===== config.mk =====
export PLATFORM = sky130hd
export DESIGN_NAME = iwd_core
export DESIGN_NICKNAME = d
export VERILOG_FILES = /design/src/design/iwd_pkg.sv /design/src/design/iwd_field_if.sv /design/src/design/iwd_split.sv /design/src/design/iwd_core.sv
export VERILOG_INCLUDE_DIRS = /design/src /design/src/design
export SDC_FILE = /design/constraint.sdc
export NUM_CORES = 1
export LEC_CHECK = 0
export BUFFER_PORTS_ARGS = -buffer_cell sky130_fd_sc_hd__clkbuf_2
export CORE_ASPECT_RATIO = 0.7
export CORE_MARGIN = 2
export CORE_UTILIZATION = 45
export CTS_CLUSTER_SIZE = 25
export DETAILED_ROUTE_END_ITERATION = 10
export PLACE_DENSITY = 0.76
export REMOVE_ABC_BUFFERS = 1
export SETUP_SLACK_MARGIN = 0.4
export SYNTH_ARGS = -nofsm -noshare
export SYNTH_HDL_FRONTEND = slang
export SYNTH_HIERARCHICAL = 1
export SYNTH_SLANG_ARGS = --single-unit
export TNS_END_PERCENT = 5

===== constraint.sdc =====
create_clock -name clk_sys -period 4.7 [get_ports clk_sys]
set_input_delay 1.175 -clock clk_sys [delete_from_list [all_inputs] [get_ports clk_sys]]
set_output_delay 1.175 -clock clk_sys [all_outputs]
set_load 0.005 [all_outputs]

===== src/design/iwd_map.svh =====
// Field positions, encodings and timing counts of the instruction word decoder
`ifndef IWD_MAP_SVH
`define IWD_MAP_SVH

`define IWD_WORD_W        14
`define IWD_FADDR_W       7
`define IWD_FADDR_MAX     7'h7f
`define IWD_DEST_BIT      7
`define IWD_BSEL_LSB      7
`define IWD_BSEL_W        3
`define IWD_LIT8_W        8
`define IWD_LIT11_W       11
`define IWD_OSC_PER_CYC   4
`define IWD_QPH_W         2
`define IWD_CLK_MHZ       100
`define IWD_OSC_MHZ       4
`define IWD_OSC_DIV       (`IWD_CLK_MHZ / `IWD_OSC_MHZ)
`define IWD_OSC_DIV_W     5
`define IWD_SR_C          0
`define IWD_SR_DC         1
`define IWD_SR_Z          2
`define IWD_SR_W          3
`define IWD_W_RST         8'h00
`define IWD_SR_RST        3'h0

`endif


===== src/design/iwd_pkg.sv =====
// Types of the instruction word decoder
package iwd_pkg;

    typedef enum logic [1:0] {
        IWD_GRP_BYTE = 2'h0,
        IWD_GRP_BIT  = 2'h1,
        IWD_GRP_LIT  = 2'h2
    } iwd_grp_e;

    typedef enum logic [4:0] {
        IWD_OP_NOP,   IWD_OP_MOVWF, IWD_OP_CLR,   IWD_OP_SUBWF, IWD_OP_DECF,
        IWD_OP_IORWF, IWD_OP_ANDWF, IWD_OP_XORWF, IWD_OP_ADDWF, IWD_OP_MOVF,
        IWD_OP_COMF,  IWD_OP_INCF,  IWD_OP_DECFSZ, IWD_OP_RRF,  IWD_OP_RLF,
        IWD_OP_SWAPF, IWD_OP_INCFSZ, IWD_OP_BCF,  IWD_OP_BSF,   IWD_OP_BTFSC,
        IWD_OP_BTFSS, IWD_OP_CALL,  IWD_OP_GOTO,  IWD_OP_MOVLW, IWD_OP_RETLW,
        IWD_OP_IORLW, IWD_OP_ANDLW, IWD_OP_XORLW, IWD_OP_SUBLW, IWD_OP_ADDLW,
        IWD_OP_RET,   IWD_OP_MISC
    } iwd_op_e;

    // Quarter-phases of one instruction cycle, Gray order
    typedef enum logic [1:0] {
        IWD_Q1 = 2'b00,
        IWD_Q2 = 2'b01,
        IWD_Q3 = 2'b11,
        IWD_Q4 = 2'b10
    } iwd_qph_e;

endpackage


===== src/design/iwd_field_if.sv =====
// Decoded fields passed from the word splitter to the sequencer
`timescale 1ns/1ps
`default_nettype none
interface iwd_field_if;
    iwd_pkg::iwd_grp_e grp;
    iwd_pkg::iwd_op_e  op;
    logic [6:0]        faddr;
    logic              dest;
    logic [2:0]        bsel;
    logic [7:0]        lit8;
    logic [10:0]       lit11;
    logic              uses_file;
    logic              writes_file;
    logic              chg_flow;
    logic              is_skip;
    logic [2:0]        flag_mask;
    modport src (output grp, op, faddr, dest, bsel, lit8, lit11, uses_file, writes_file,
                 chg_flow, is_skip, flag_mask);
    modport dst (input grp, op, faddr, dest, bsel, lit8, lit11, uses_file, writes_file,
                 chg_flow, is_skip, flag_mask);
endinterface
`default_nettype wire


===== src/design/iwd_split.sv =====
// Combinational splitter of one instruction word into group, operation and fields
`timescale 1ns/1ps
`default_nettype none
`include "iwd_map.svh"
module iwd_split (
    // Instruction word
    input  wire logic [13:0] word,
    // Decoded fields
    iwd_field_if.src         fld
);
    always_comb begin
        fld.faddr = word[6:0];
        fld.dest  = word[`IWD_DEST_BIT];
        fld.bsel  = word[`IWD_BSEL_LSB +: `IWD_BSEL_W];
        fld.lit8  = word[7:0];
        fld.lit11 = word[10:0];
        fld.grp   = iwd_pkg::IWD_GRP_LIT;
        fld.op    = iwd_pkg::IWD_OP_MISC;
        fld.chg_flow  = 1'b0;
        fld.is_skip   = 1'b0;
        fld.flag_mask = 3'h0;
        // Top two bits pick the group, except return and misc words under 00, which go to the literal group; x bits never looked at
        case (word[13:12])
            2'b00: begin
                fld.grp = iwd_pkg::IWD_GRP_BYTE;
                case (word[11:8])
                    4'h0: begin
                        if (word[7]) begin
                            fld.op = iwd_pkg::IWD_OP_MOVWF;
                        end else if (word[6:0] == 7'h08) begin
                            fld.op = iwd_pkg::IWD_OP_RET;
                            fld.grp = iwd_pkg::IWD_GRP_LIT;
                            fld.chg_flow = 1'b1;
                        end else if (word[6:0] == 7'h09) begin
                            fld.op = iwd_pkg::IWD_OP_RET;
                            fld.grp = iwd_pkg::IWD_GRP_LIT;
                            fld.chg_flow = 1'b1;
                        end else if (word[6:0] == 7'h63 || word[6:0] == 7'h64) begin
                            fld.op = iwd_pkg::IWD_OP_MISC;
                            fld.grp = iwd_pkg::IWD_GRP_LIT;
                        end else begin
                            fld.op = iwd_pkg::IWD_OP_NOP;
                        end
                    end
                    4'h1: begin
                        fld.op = iwd_pkg::IWD_OP_CLR;
                        fld.flag_mask = 3'b100;
                    end
                    4'h2: begin
                        fld.op = iwd_pkg::IWD_OP_SUBWF;
                        fld.flag_mask = 3'b111;
                    end
                    4'h3: begin
                        fld.op = iwd_pkg::IWD_OP_DECF;
                        fld.flag_mask = 3'b100;
                    end
                    4'h4: begin
                        fld.op = iwd_pkg::IWD_OP_IORWF;
                        fld.flag_mask = 3'b100;
                    end
                    4'h5: begin
                        fld.op = iwd_pkg::IWD_OP_ANDWF;
                        fld.flag_mask = 3'b100;
                    end
                    4'h6: begin
                        fld.op = iwd_pkg::IWD_OP_XORWF;
                        fld.flag_mask = 3'b100;
                    end
                    4'h7: begin
                        fld.op = iwd_pkg::IWD_OP_ADDWF;
                        fld.flag_mask = 3'b111;
                    end
                    4'h8: begin
                        fld.op = iwd_pkg::IWD_OP_MOVF;
                        fld.flag_mask = 3'b100;
                    end
                    4'h9: begin
                        fld.op = iwd_pkg::IWD_OP_COMF;
                        fld.flag_mask = 3'b100;
                    end
                    4'ha: begin
                        fld.op = iwd_pkg::IWD_OP_INCF;
                        fld.flag_mask = 3'b100;
                    end
                    4'hb: begin
                        fld.op = iwd_pkg::IWD_OP_DECFSZ;
                        fld.is_skip = 1'b1;
                    end
                    4'hc: begin
                        fld.op = iwd_pkg::IWD_OP_RRF;
                        fld.flag_mask = 3'b001;
                    end
                    4'hd: begin
                        fld.op = iwd_pkg::IWD_OP_RLF;
                        fld.flag_mask = 3'b001;
                    end
                    4'he: begin
                        fld.op = iwd_pkg::IWD_OP_SWAPF;
                    end
                    default: begin
                        fld.op = iwd_pkg::IWD_OP_INCFSZ;
                        fld.is_skip = 1'b1;
                    end
                endcase
            end
            2'b01: begin
                fld.grp = iwd_pkg::IWD_GRP_BIT;
                case (word[11:10])
                    2'b00:   fld.op = iwd_pkg::IWD_OP_BCF;
                    2'b01:   fld.op = iwd_pkg::IWD_OP_BSF;
                    2'b10: begin
                        fld.op = iwd_pkg::IWD_OP_BTFSC;
                        fld.is_skip = 1'b1;
                    end
                    default: begin
                        fld.op = iwd_pkg::IWD_OP_BTFSS;
                        fld.is_skip = 1'b1;
                    end
                endcase
            end
            2'b10: begin
                fld.op = word[11] ? iwd_pkg::IWD_OP_GOTO : iwd_pkg::IWD_OP_CALL;
                fld.chg_flow = 1'b1;
            end
            default: begin
                case (word[11:8])
                    4'h0, 4'h1, 4'h2, 4'h3: fld.op = iwd_pkg::IWD_OP_MOVLW;
                    4'h4, 4'h5, 4'h6, 4'h7: begin
                        fld.op = iwd_pkg::IWD_OP_RETLW;
                        fld.chg_flow = 1'b1;
                    end
                    4'h8: begin
                        fld.op = iwd_pkg::IWD_OP_IORLW;
                        fld.flag_mask = 3'b100;
                    end
                    4'h9: begin
                        fld.op = iwd_pkg::IWD_OP_ANDLW;
                        fld.flag_mask = 3'b100;
                    end
                    4'ha: begin
                        fld.op = iwd_pkg::IWD_OP_XORLW;
                        fld.flag_mask = 3'b100;
                    end
                    4'hc, 4'hd: begin
                        fld.op = iwd_pkg::IWD_OP_SUBLW;
                        fld.flag_mask = 3'b111;
                    end
                    4'he, 4'hf: begin
                        fld.op = iwd_pkg::IWD_OP_ADDLW;
                        fld.flag_mask = 3'b111;
                    end
                    default: fld.op = iwd_pkg::IWD_OP_NOP;
                endcase
            end
        endcase
        fld.uses_file   = (fld.grp != iwd_pkg::IWD_GRP_LIT) && (fld.op != iwd_pkg::IWD_OP_NOP);
        fld.writes_file = (fld.op == iwd_pkg::IWD_OP_MOVWF) || (fld.op == iwd_pkg::IWD_OP_BCF)
                       || (fld.op == iwd_pkg::IWD_OP_BSF)
                       || ((fld.grp == iwd_pkg::IWD_GRP_BYTE) && fld.dest
                           && (fld.op != iwd_pkg::IWD_OP_NOP));
    end
endmodule
`default_nettype wire


===== src/design/iwd_core.sv =====
// Instruction word decoder and execution sequencer of the accumulator core
`timescale 1ns/1ps
`default_nettype none
`include "iwd_map.svh"
module iwd_core #(
    parameter int OSC_DIV = `IWD_OSC_DIV
) (
    // Clock and reset
    input  wire logic        clk_sys,
    input  wire logic        nrst,
    // Program memory
    input  wire logic [13:0] instr_word,
    output logic             fetch_stb,
    // File register port
    input  wire logic [7:0]  file_rdata,
    input  wire logic        file_is_port,
    input  wire logic [7:0]  port_pin_level,
    output logic [6:0]       file_addr,
    output logic             file_rd,
    output logic             file_wr,
    output logic [7:0]       file_wdata,
    // Program flow
    output logic             flow_load,
    output logic [10:0]      flow_target,
    output logic             flow_call,
    output logic             flow_return,
    // State
    output logic [7:0]       work_q,
    output logic [2:0]       status_q,
    output logic             bubble_q
);
    // Divider counter is five bits wide, so larger ratios cannot be served
    if (OSC_DIV < 1 || OSC_DIV > 31) begin : g_bad_div
        $error("OSC_DIV out of range");
    end

    // ********************
    // Oscillator divider and quarter phases
    // ********************
    logic [`IWD_OSC_DIV_W-1:0] div_q;
    logic                      osc_en;
    iwd_pkg::iwd_qph_e         qph_q;

    assign osc_en = (div_q == 5'(OSC_DIV - 1));

    always_ff @(posedge clk_sys or negedge nrst) begin
        if (!nrst) begin
            div_q <= '0;
        end else if (osc_en) begin
            div_q <= '0;
        end else begin
            div_q <= div_q + 5'h1;
        end
    end

    // Four oscillator periods per instruction cycle
    always_ff @(posedge clk_sys or negedge nrst) begin
        if (!nrst) begin
            qph_q <= iwd_pkg::IWD_Q1;
        end else if (osc_en) begin
            case (qph_q)
                iwd_pkg::IWD_Q1: qph_q <= iwd_pkg::IWD_Q2;
                iwd_pkg::IWD_Q2: qph_q <= iwd_pkg::IWD_Q3;
                iwd_pkg::IWD_Q3: qph_q <= iwd_pkg::IWD_Q4;
                default:         qph_q <= iwd_pkg::IWD_Q1;
            endcase
        end
    end

    logic q1_end;
    logic q2_end;
    logic q4_end;
    assign q1_end = osc_en && (qph_q == iwd_pkg::IWD_Q1);
    assign q2_end = osc_en && (qph_q == iwd_pkg::IWD_Q2);
    assign q4_end = osc_en && (qph_q == iwd_pkg::IWD_Q4);

    // ********************
    // Instruction latch and decode
    // ********************
    logic [13:0] ir_q;
    iwd_field_if fld ();

    always_ff @(posedge clk_sys or negedge nrst) begin
        if (!nrst) begin
            ir_q <= 14'h0000;
        end else if (q4_end) begin
            ir_q <= instr_word;
        end
    end

    always_ff @(posedge clk_sys or negedge nrst) begin
        if (!nrst) begin
            fetch_stb <= 1'b0;
        end else begin
            fetch_stb <= q4_end;
        end
    end

    iwd_split u_split (
        .word (ir_q),
        .fld  (fld)
    );

    // ********************
    // Read-modify-write datapath
    // ********************
    logic [7:0] rd_val_q;
    logic [7:0] operand;
    logic [7:0] result;
    logic [2:0] flags_new;
    logic       skip_take;
    logic [8:0] sum;
    logic [4:0] nib;
    logic [7:0] bmask;

    // Read even when only writing
    always_ff @(posedge clk_sys or negedge nrst) begin
        if (!nrst) begin
            rd_val_q <= 8'h00;
        end else if (q2_end && fld.uses_file) begin
            rd_val_q <= file_is_port ? port_pin_level : file_rdata;
        end
    end

    always_ff @(posedge clk_sys or negedge nrst) begin
        if (!nrst) begin
            file_rd <= 1'b0;
        end else begin
            file_rd <= q1_end && fld.uses_file && !bubble_q;
        end
    end

    always_ff @(posedge clk_sys or negedge nrst) begin
        if (!nrst) begin
            file_addr <= 7'h00;
        end else begin
            file_addr <= fld.faddr;
        end
    end

    always_comb begin
        operand = (fld.grp == iwd_pkg::IWD_GRP_LIT) ? fld.lit8 : rd_val_q;
        bmask   = 8'h01 << fld.bsel;
        sum     = 9'h000;
        nib     = 5'h00;
        result  = operand;
        flags_new = status_q;
        case (fld.op)
            iwd_pkg::IWD_OP_ADDWF, iwd_pkg::IWD_OP_ADDLW: begin
                sum = {1'b0, operand} + {1'b0, work_q};
                nib = {1'b0, operand[3:0]} + {1'b0, work_q[3:0]};
                result = sum[7:0];
            end
            iwd_pkg::IWD_OP_SUBWF, iwd_pkg::IWD_OP_SUBLW: begin
                sum = {1'b0, operand} + {1'b0, ~work_q} + 9'h001;
                nib = {1'b0, operand[3:0]} + {1'b0, ~work_q[3:0]} + 5'h01;
                result = sum[7:0];
            end
            iwd_pkg::IWD_OP_CLR:    result = 8'h00;
            iwd_pkg::IWD_OP_MOVWF:  result = work_q;
            iwd_pkg::IWD_OP_ANDWF, iwd_pkg::IWD_OP_ANDLW: result = operand & work_q;
            iwd_pkg::IWD_OP_IORWF, iwd_pkg::IWD_OP_IORLW: result = operand | work_q;
            iwd_pkg::IWD_OP_XORWF, iwd_pkg::IWD_OP_XORLW: result = operand ^ work_q;
            iwd_pkg::IWD_OP_COMF:   result = ~operand;
            iwd_pkg::IWD_OP_INCF, iwd_pkg::IWD_OP_INCFSZ: result = operand + 8'h01;
            iwd_pkg::IWD_OP_DECF, iwd_pkg::IWD_OP_DECFSZ: result = operand - 8'h01;
            iwd_pkg::IWD_OP_RLF: begin
                result = {operand[6:0], status_q[`IWD_SR_C]};
                sum    = {operand[7], 8'h00};
            end
            iwd_pkg::IWD_OP_RRF: begin
                result = {status_q[`IWD_SR_C], operand[7:1]};
                sum    = {operand[0], 8'h00};
            end
            iwd_pkg::IWD_OP_SWAPF:  result = {operand[3:0], operand[7:4]};
            iwd_pkg::IWD_OP_BCF:    result = operand & ~bmask;
            iwd_pkg::IWD_OP_BSF:    result = operand | bmask;
            default:                result = operand;
        endcase
        // Only masked flags move
        if (fld.flag_mask[`IWD_SR_C]) begin
            flags_new[`IWD_SR_C] = sum[8];
        end
        if (fld.flag_mask[`IWD_SR_DC]) begin
            flags_new[`IWD_SR_DC] = nib[4];
        end
        if (fld.flag_mask[`IWD_SR_Z]) begin
            flags_new[`IWD_SR_Z] = (result == 8'h00);
        end
        case (fld.op)
            iwd_pkg::IWD_OP_BTFSC:  skip_take = !(|(operand & bmask));
            iwd_pkg::IWD_OP_BTFSS:  skip_take = |(operand & bmask);
            iwd_pkg::IWD_OP_INCFSZ, iwd_pkg::IWD_OP_DECFSZ: skip_take = (result == 8'h00);
            default:                skip_take = 1'b0;
        endcase
    end

    // ********************
    // Write-back and sequencing
    // ********************
    // Bubble cycle commits nothing, so a skipped word leaves no trace
    logic commit;
    assign commit = q4_end && !bubble_q;

    always_ff @(posedge clk_sys or negedge nrst) begin
        if (!nrst) begin
            file_wr <= 1'b0;
        end else begin
            file_wr <= commit && fld.writes_file;
        end
    end

    always_ff @(posedge clk_sys or negedge nrst) begin
        if (!nrst) begin
            file_wdata <= 8'h00;
        end else begin
            file_wdata <= result;
        end
    end

    always_ff @(posedge clk_sys or negedge nrst) begin
        if (!nrst) begin
            work_q <= `IWD_W_RST;
        end else if (commit) begin
            if ((fld.grp == iwd_pkg::IWD_GRP_BYTE) && !fld.dest
                && fld.op != iwd_pkg::IWD_OP_MOVWF && fld.op != iwd_pkg::IWD_OP_NOP) begin
                work_q <= result;
            end else if (fld.op == iwd_pkg::IWD_OP_MOVLW || fld.op == iwd_pkg::IWD_OP_RETLW
                         || ((fld.grp == iwd_pkg::IWD_GRP_LIT) && (|fld.flag_mask))) begin
                work_q <= result;
            end
        end
    end

    always_ff @(posedge clk_sys or negedge nrst) begin
        if (!nrst) begin
            status_q <= `IWD_SR_RST;
        end else if (commit) begin
            status_q <= flags_new;
        end
    end

    // Second cycle of a skip or jump runs as a no-operation
    always_ff @(posedge clk_sys or negedge nrst) begin
        if (!nrst) begin
            bubble_q <= 1'b0;
        end else if (q4_end) begin
            bubble_q <= !bubble_q && (fld.chg_flow || (fld.is_skip && skip_take));
        end
    end

    always_ff @(posedge clk_sys or negedge nrst) begin
        if (!nrst) begin
            flow_load <= 1'b0;
        end else begin
            flow_load <= commit && (fld.op == iwd_pkg::IWD_OP_GOTO
                                    || fld.op == iwd_pkg::IWD_OP_CALL);
        end
    end

    // Target follows the literal every cycle; only the strobes qualify it
    always_ff @(posedge clk_sys or negedge nrst) begin
        if (!nrst) begin
            flow_target <= 11'h000;
        end else begin
            flow_target <= fld.lit11;
        end
    end

    always_ff @(posedge clk_sys or negedge nrst) begin
        if (!nrst) begin
            flow_call <= 1'b0;
        end else begin
            flow_call <= commit && (fld.op == iwd_pkg::IWD_OP_CALL);
        end
    end

    always_ff @(posedge clk_sys or negedge nrst) begin
        if (!nrst) begin
            flow_return <= 1'b0;
        end else begin
            flow_return <= commit && (fld.op == iwd_pkg::IWD_OP_RET
                                      || fld.op == iwd_pkg::IWD_OP_RETLW);
        end
    end

endmodule
`default_nettype wire


==> qor.yml <==
status: "complete, no violations"
htree_num_levels: 3
cellInternalPower_mw: 1.063
setup-tns-final_ns: 0
floorplan.rows: 35
synth_enable_flop_cells: 0
synth.distinct_cells: 88
timing.final.crit_share: 0.9948
post-dp-hpwl_um: 16130
port_buffers: 76
first_global_vias: 5774
timing.critical_path.to: "status_q[2]"
async_flop_share: 1.000
p_sw_frac: 0.2360
setup_repair_after_global_routing_missed_its_margin: "true"
crit-reg2reg-launch: "ir_q[4]"
ant_nets: 0
met2RoutedLength_um: 8018
remaining_drc_errors: 0
global_route_wire_length_before_repair_um: 33160
placed_cells: 969
vdd_ir_drop_max_mv: 0.1978
final_layout_size_suffix_gt1_frac: 0.3450
switchingPower_mw: 0.3284
syn-instance-count: 688
cts_made_buffers: 9
hold_violations_final: 0
met1_length_um: 9745
maximum_number_of_buffers_from_clock_root_to_sink: 2
layout.cells.most_common: "sky130_fd_sc_hd__buf_4"
top_layer: "met4"
layout_min_cycle_time_ns: 4.675
globalplace.congestion: 1.010
critical_path.cell_chain: "or4b_4, nor3_4, buf_6, o21a_4, nor2_1, a21oi_1, nor2b_2, buf_4, mux2i_4, ha_2, inv_1, fa_2, a31o_2, xor2_1, a2111oi_2, a32oi_1, or4_1, or3_4, o31ai_2"
grt_usage: 0.3030
max_freq_ghz: 0.2139
drt-total-wl_um: 20880
clock_sink_count: 73
grt_antenna_before_repair: 0
slew_viol_final: 0
synth-adder-area-share: 0.08010
layout.cells.most_common_list: "sky130_fd_sc_hd__buf_4, sky130_fd_sc_hd__clkbuf_2, sky130_fd_sc_hd__dfrtp_1, sky130_fd_sc_hd__nand2_1, sky130_fd_sc_hd__o21ai_0"
clkLatencyLatePin_ns: 0.35
arrival_ns: 4.93
floorplan.core_area_um2: 13140
root_buffer: "sky130_fd_sc_hd__clkbuf_16"
area_growth_syn_to_layout_pct: 26.07
cts.reportedPaths.clkPinSlew_ns: 0.07
min_path_type: "register to register"
first_pass_iters: 5
wl_per_cell_um: 21.05
post_layout_nonfiller_instances: 992
leakage_dissipation_nw: 3.397
via_count: 6054
sequential_power_share: 0.451
synth_mux_area_frac: 0.07721
critical_path_required_ns: 4.96
report.power.total_mw: 1.391
route.detailed.vias_per_inst: 6.103
cp-end-kind: "register"
regToRegSetupSlack_ns: 0.02
synth_compound_gate_area_share: 0.2411
grt_start_max_net_pins: 44
main_combinational_cell_family_by_area_after_synthesis: "compound AO/OA/AOI/OAI gates"
reg2regPathDepth: 19
power-per-cell-area_nw_per_um2: 182.1
ys_warns: 6
holdBufCountCts: 0
worst_path_max_delay_cell: "sky130_fd_sc_hd__or4b_4"
timing.critical_path.from_type: "register"
synthesized_area_um2: 6061
design.die.area_um2: 14430
dp_worst_setup_slack_ns: -0.2450
cts_tree: "yes"
synth_simple_gate_area_frac: 0.1912
post_synth_xor_area_fraction: 0.01879
synth.ff_latch_count: 73
number_of_max_cap_violations: 0
post_synth.cell_area_avg_um2: 8.809
floorplan.die.width_um: 142.7
synthFlopType: "sky130_fd_sc_hd__dfrtp_1"
max-slew-margin-rel: 0.5389
nets: 891
drt_first_iter_violations: 712
antenna_diodes: 0
io_pins: 77
critPathKind: "register to register"
routed-wl-met3_um: 2628
crit_fanout: 3
tightest_slew_ns: 0.6871
combinationalPowerShare: 0.023
share_of_power_burned_in_the_clock_network: 0.525
timing.clock.skew_ns: 0.01230
start_util: 0.4613
crit-reg2reg-capture: "status_q[2]"
setup_viol_count_final: 0
critPathLaunch: "ir_q[4]"
chipHeight_um: 101.1
cp_slowest_stage_delay_ns: 0.55
synth.yosys.seq_area_share: 0.3014
grt_overflow: 0
worst_slack_ns: 0.02452
## power by group through the flow
| stage | Sequential, mW | Combinational, mW | Clock (mW) |
|---|---|---|---|
| finish | 0.628 | 0.0327 | 0.731 |
| global route | 0.628 | 0.0380 | 0.772 |
| CTS | 0.628 | 0.0343 | 0.742 |
| detailed placement | 0.640 | 0.0343 | 0 |
| global placement | 0.640 | 0.0334 | 0 |
| floorplan | 0.640 | 0.00443 | 0 |
## how the worst min path moves through the flow
| stage | startpoint | endpoint | slack, ns | cells after the start |
|---|---|---|---|---|
| final | qph_q[0] | file_rd | 0.48 | 1 |
| after detailed placement | qph_q[0] | file_rd | 0.48 | 1 |
| after global placement | qph_q[0] | file_rd | 0.46 | 1 |
| after floorplan | ir_q[4] | file_addr[4] | 0.42 | 0 |
| after global routing | qph_q[0] | file_rd | 0.51 | 1 |
| after CTS | qph_q[0] | file_rd | 0.49 | 1 |
## worst max-delay path, delay by kind of cell, from the launching register on
family | cells | cell delay [ns]
compound gates | 6 | 1.25
xor+xnor | 1 | 0.17
fa+ha+maj | 2 | 0.56
buf+inv | 3 | 0.30
flops | 1 | 0.38
mux | 1 | 0.24
simple gates | 6 | 1.69
## repair_timing
| item | 4_1_cts | 5_1_grt |
|---|---|---|
| resized for setup | 32 | 22 |
| endpoints found under the setup margin | 9 | 13 |
| pin swaps | 11 | 4 |
| setup buffers | 7 | 0 |
## state kept, by name, summed over array words and instances (netlist names)
name,flops
qph_q,2
status_q,3
flow_target,11
file_addr,7
file_wdata,8
ir_q,14
file_wr,1
rd_val_q,8
flow_return,1
fetch_stb,1
work_q,8
flow_load,1
flow_call,1
div_q,5
bubble_q,1
file_rd,1
## metal layers
metal	vias up	track usage
met4	0	0.08454
met5	-	0
li1	2798	-
met3	43	0.08836
met1	2849	0.4606
met2	364	0.4120
## through the flow
step,instance area [µm²],hold slack [ns],util
2_1_floorplan,5657,0.4183,-
3_3_place_gp,7061,0.4612,0.5374
3_5_place_dp,7061,0.4765,0.5374
4_1_cts,7555,0.4865,0.5750
5_1_grt,7641,0.5073,0.5816
6_report,7641,0.4802,0.5816
## logic make-up (layout without fill, tap and decap cells)
family | after synthesis | after routing
adders and majority gates | 37 | 37
and+or+nand+nor | 209 | 209
buffers and inverters | 104 | 242
AOI/OAI and AO/OA | 213 | 213
xor gates and xnor gates | 13 | 13
DFF | 73 | 73
muxes | 39 | 39
## final cells by class
class	instances	area (µm²)
fill	1132	5497
clock inverter	7	83.83
multi-input combinational	511	3892
timing repair buffer	188	1260
sequential	73	1827
inverter	38	145.1
clock buffer	9	225.2
tap	166	207.7
## cells in the mapped netlist (4+ instances only)
cell                        instances  area share
sky130_fd_sc_hd__o21a_1             8      0.0099
sky130_fd_sc_hd__and3_1             4      0.0041
sky130_fd_sc_hd__o21ai_0           49       0.040
sky130_fd_sc_hd__clkbuf_1          15      0.0093
sky130_fd_sc_hd__nor3_1            16       0.013
sky130_fd_sc_hd__xor2_1             5      0.0072
sky130_fd_sc_hd__buf_4             31       0.038
sky130_fd_sc_hd__and3b_1            5      0.0072
sky130_fd_sc_hd__a21oi_1           41       0.034
sky130_fd_sc_hd__inv_1             37       0.023
sky130_fd_sc_hd__or4b_1             4      0.0066
sky130_fd_sc_hd__and2_1             6      0.0062
sky130_fd_sc_hd__mux2i_1           15       0.025
sky130_fd_sc_hd__o32ai_1            4      0.0058
sky130_fd_sc_hd__ha_1              34       0.070
sky130_fd_sc_hd__a21o_1            10       0.012
sky130_fd_sc_hd__buf_2             13       0.011
sky130_fd_sc_hd__a31oi_1            4      0.0041
sky130_fd_sc_hd__o21ai_1            5      0.0041
sky130_fd_sc_hd__nor4_1             5      0.0052
sky130_fd_sc_hd__nor3b_1            4      0.0050
sky130_fd_sc_hd__nand2b_1          11       0.011
sky130_fd_sc_hd__o2111ai_1          4      0.0058
sky130_fd_sc_hd__mux2_2            19       0.035
sky130_fd_sc_hd__nand2_1           49       0.030
sky130_fd_sc_hd__o22ai_1           14       0.014
sky130_fd_sc_hd__a2111oi_0          9       0.013
sky130_fd_sc_hd__nor2b_1           13       0.013
sky130_fd_sc_hd__a32oi_1            4      0.0058
sky130_fd_sc_hd__nand3b_1           4      0.0050
sky130_fd_sc_hd__o31ai_1            4      0.0050
sky130_fd_sc_hd__or4_1              7      0.0087
sky130_fd_sc_hd__nand3_1           14       0.012
sky130_fd_sc_hd__xnor2_1            8       0.012
sky130_fd_sc_hd__dfrtp_1           73        0.30
sky130_fd_sc_hd__a211oi_1           7      0.0087
sky130_fd_sc_hd__nor2_1            42       0.026
sky130_fd_sc_hd__nor4b_1            4      0.0058
Power figures use the tool's default switching activity.
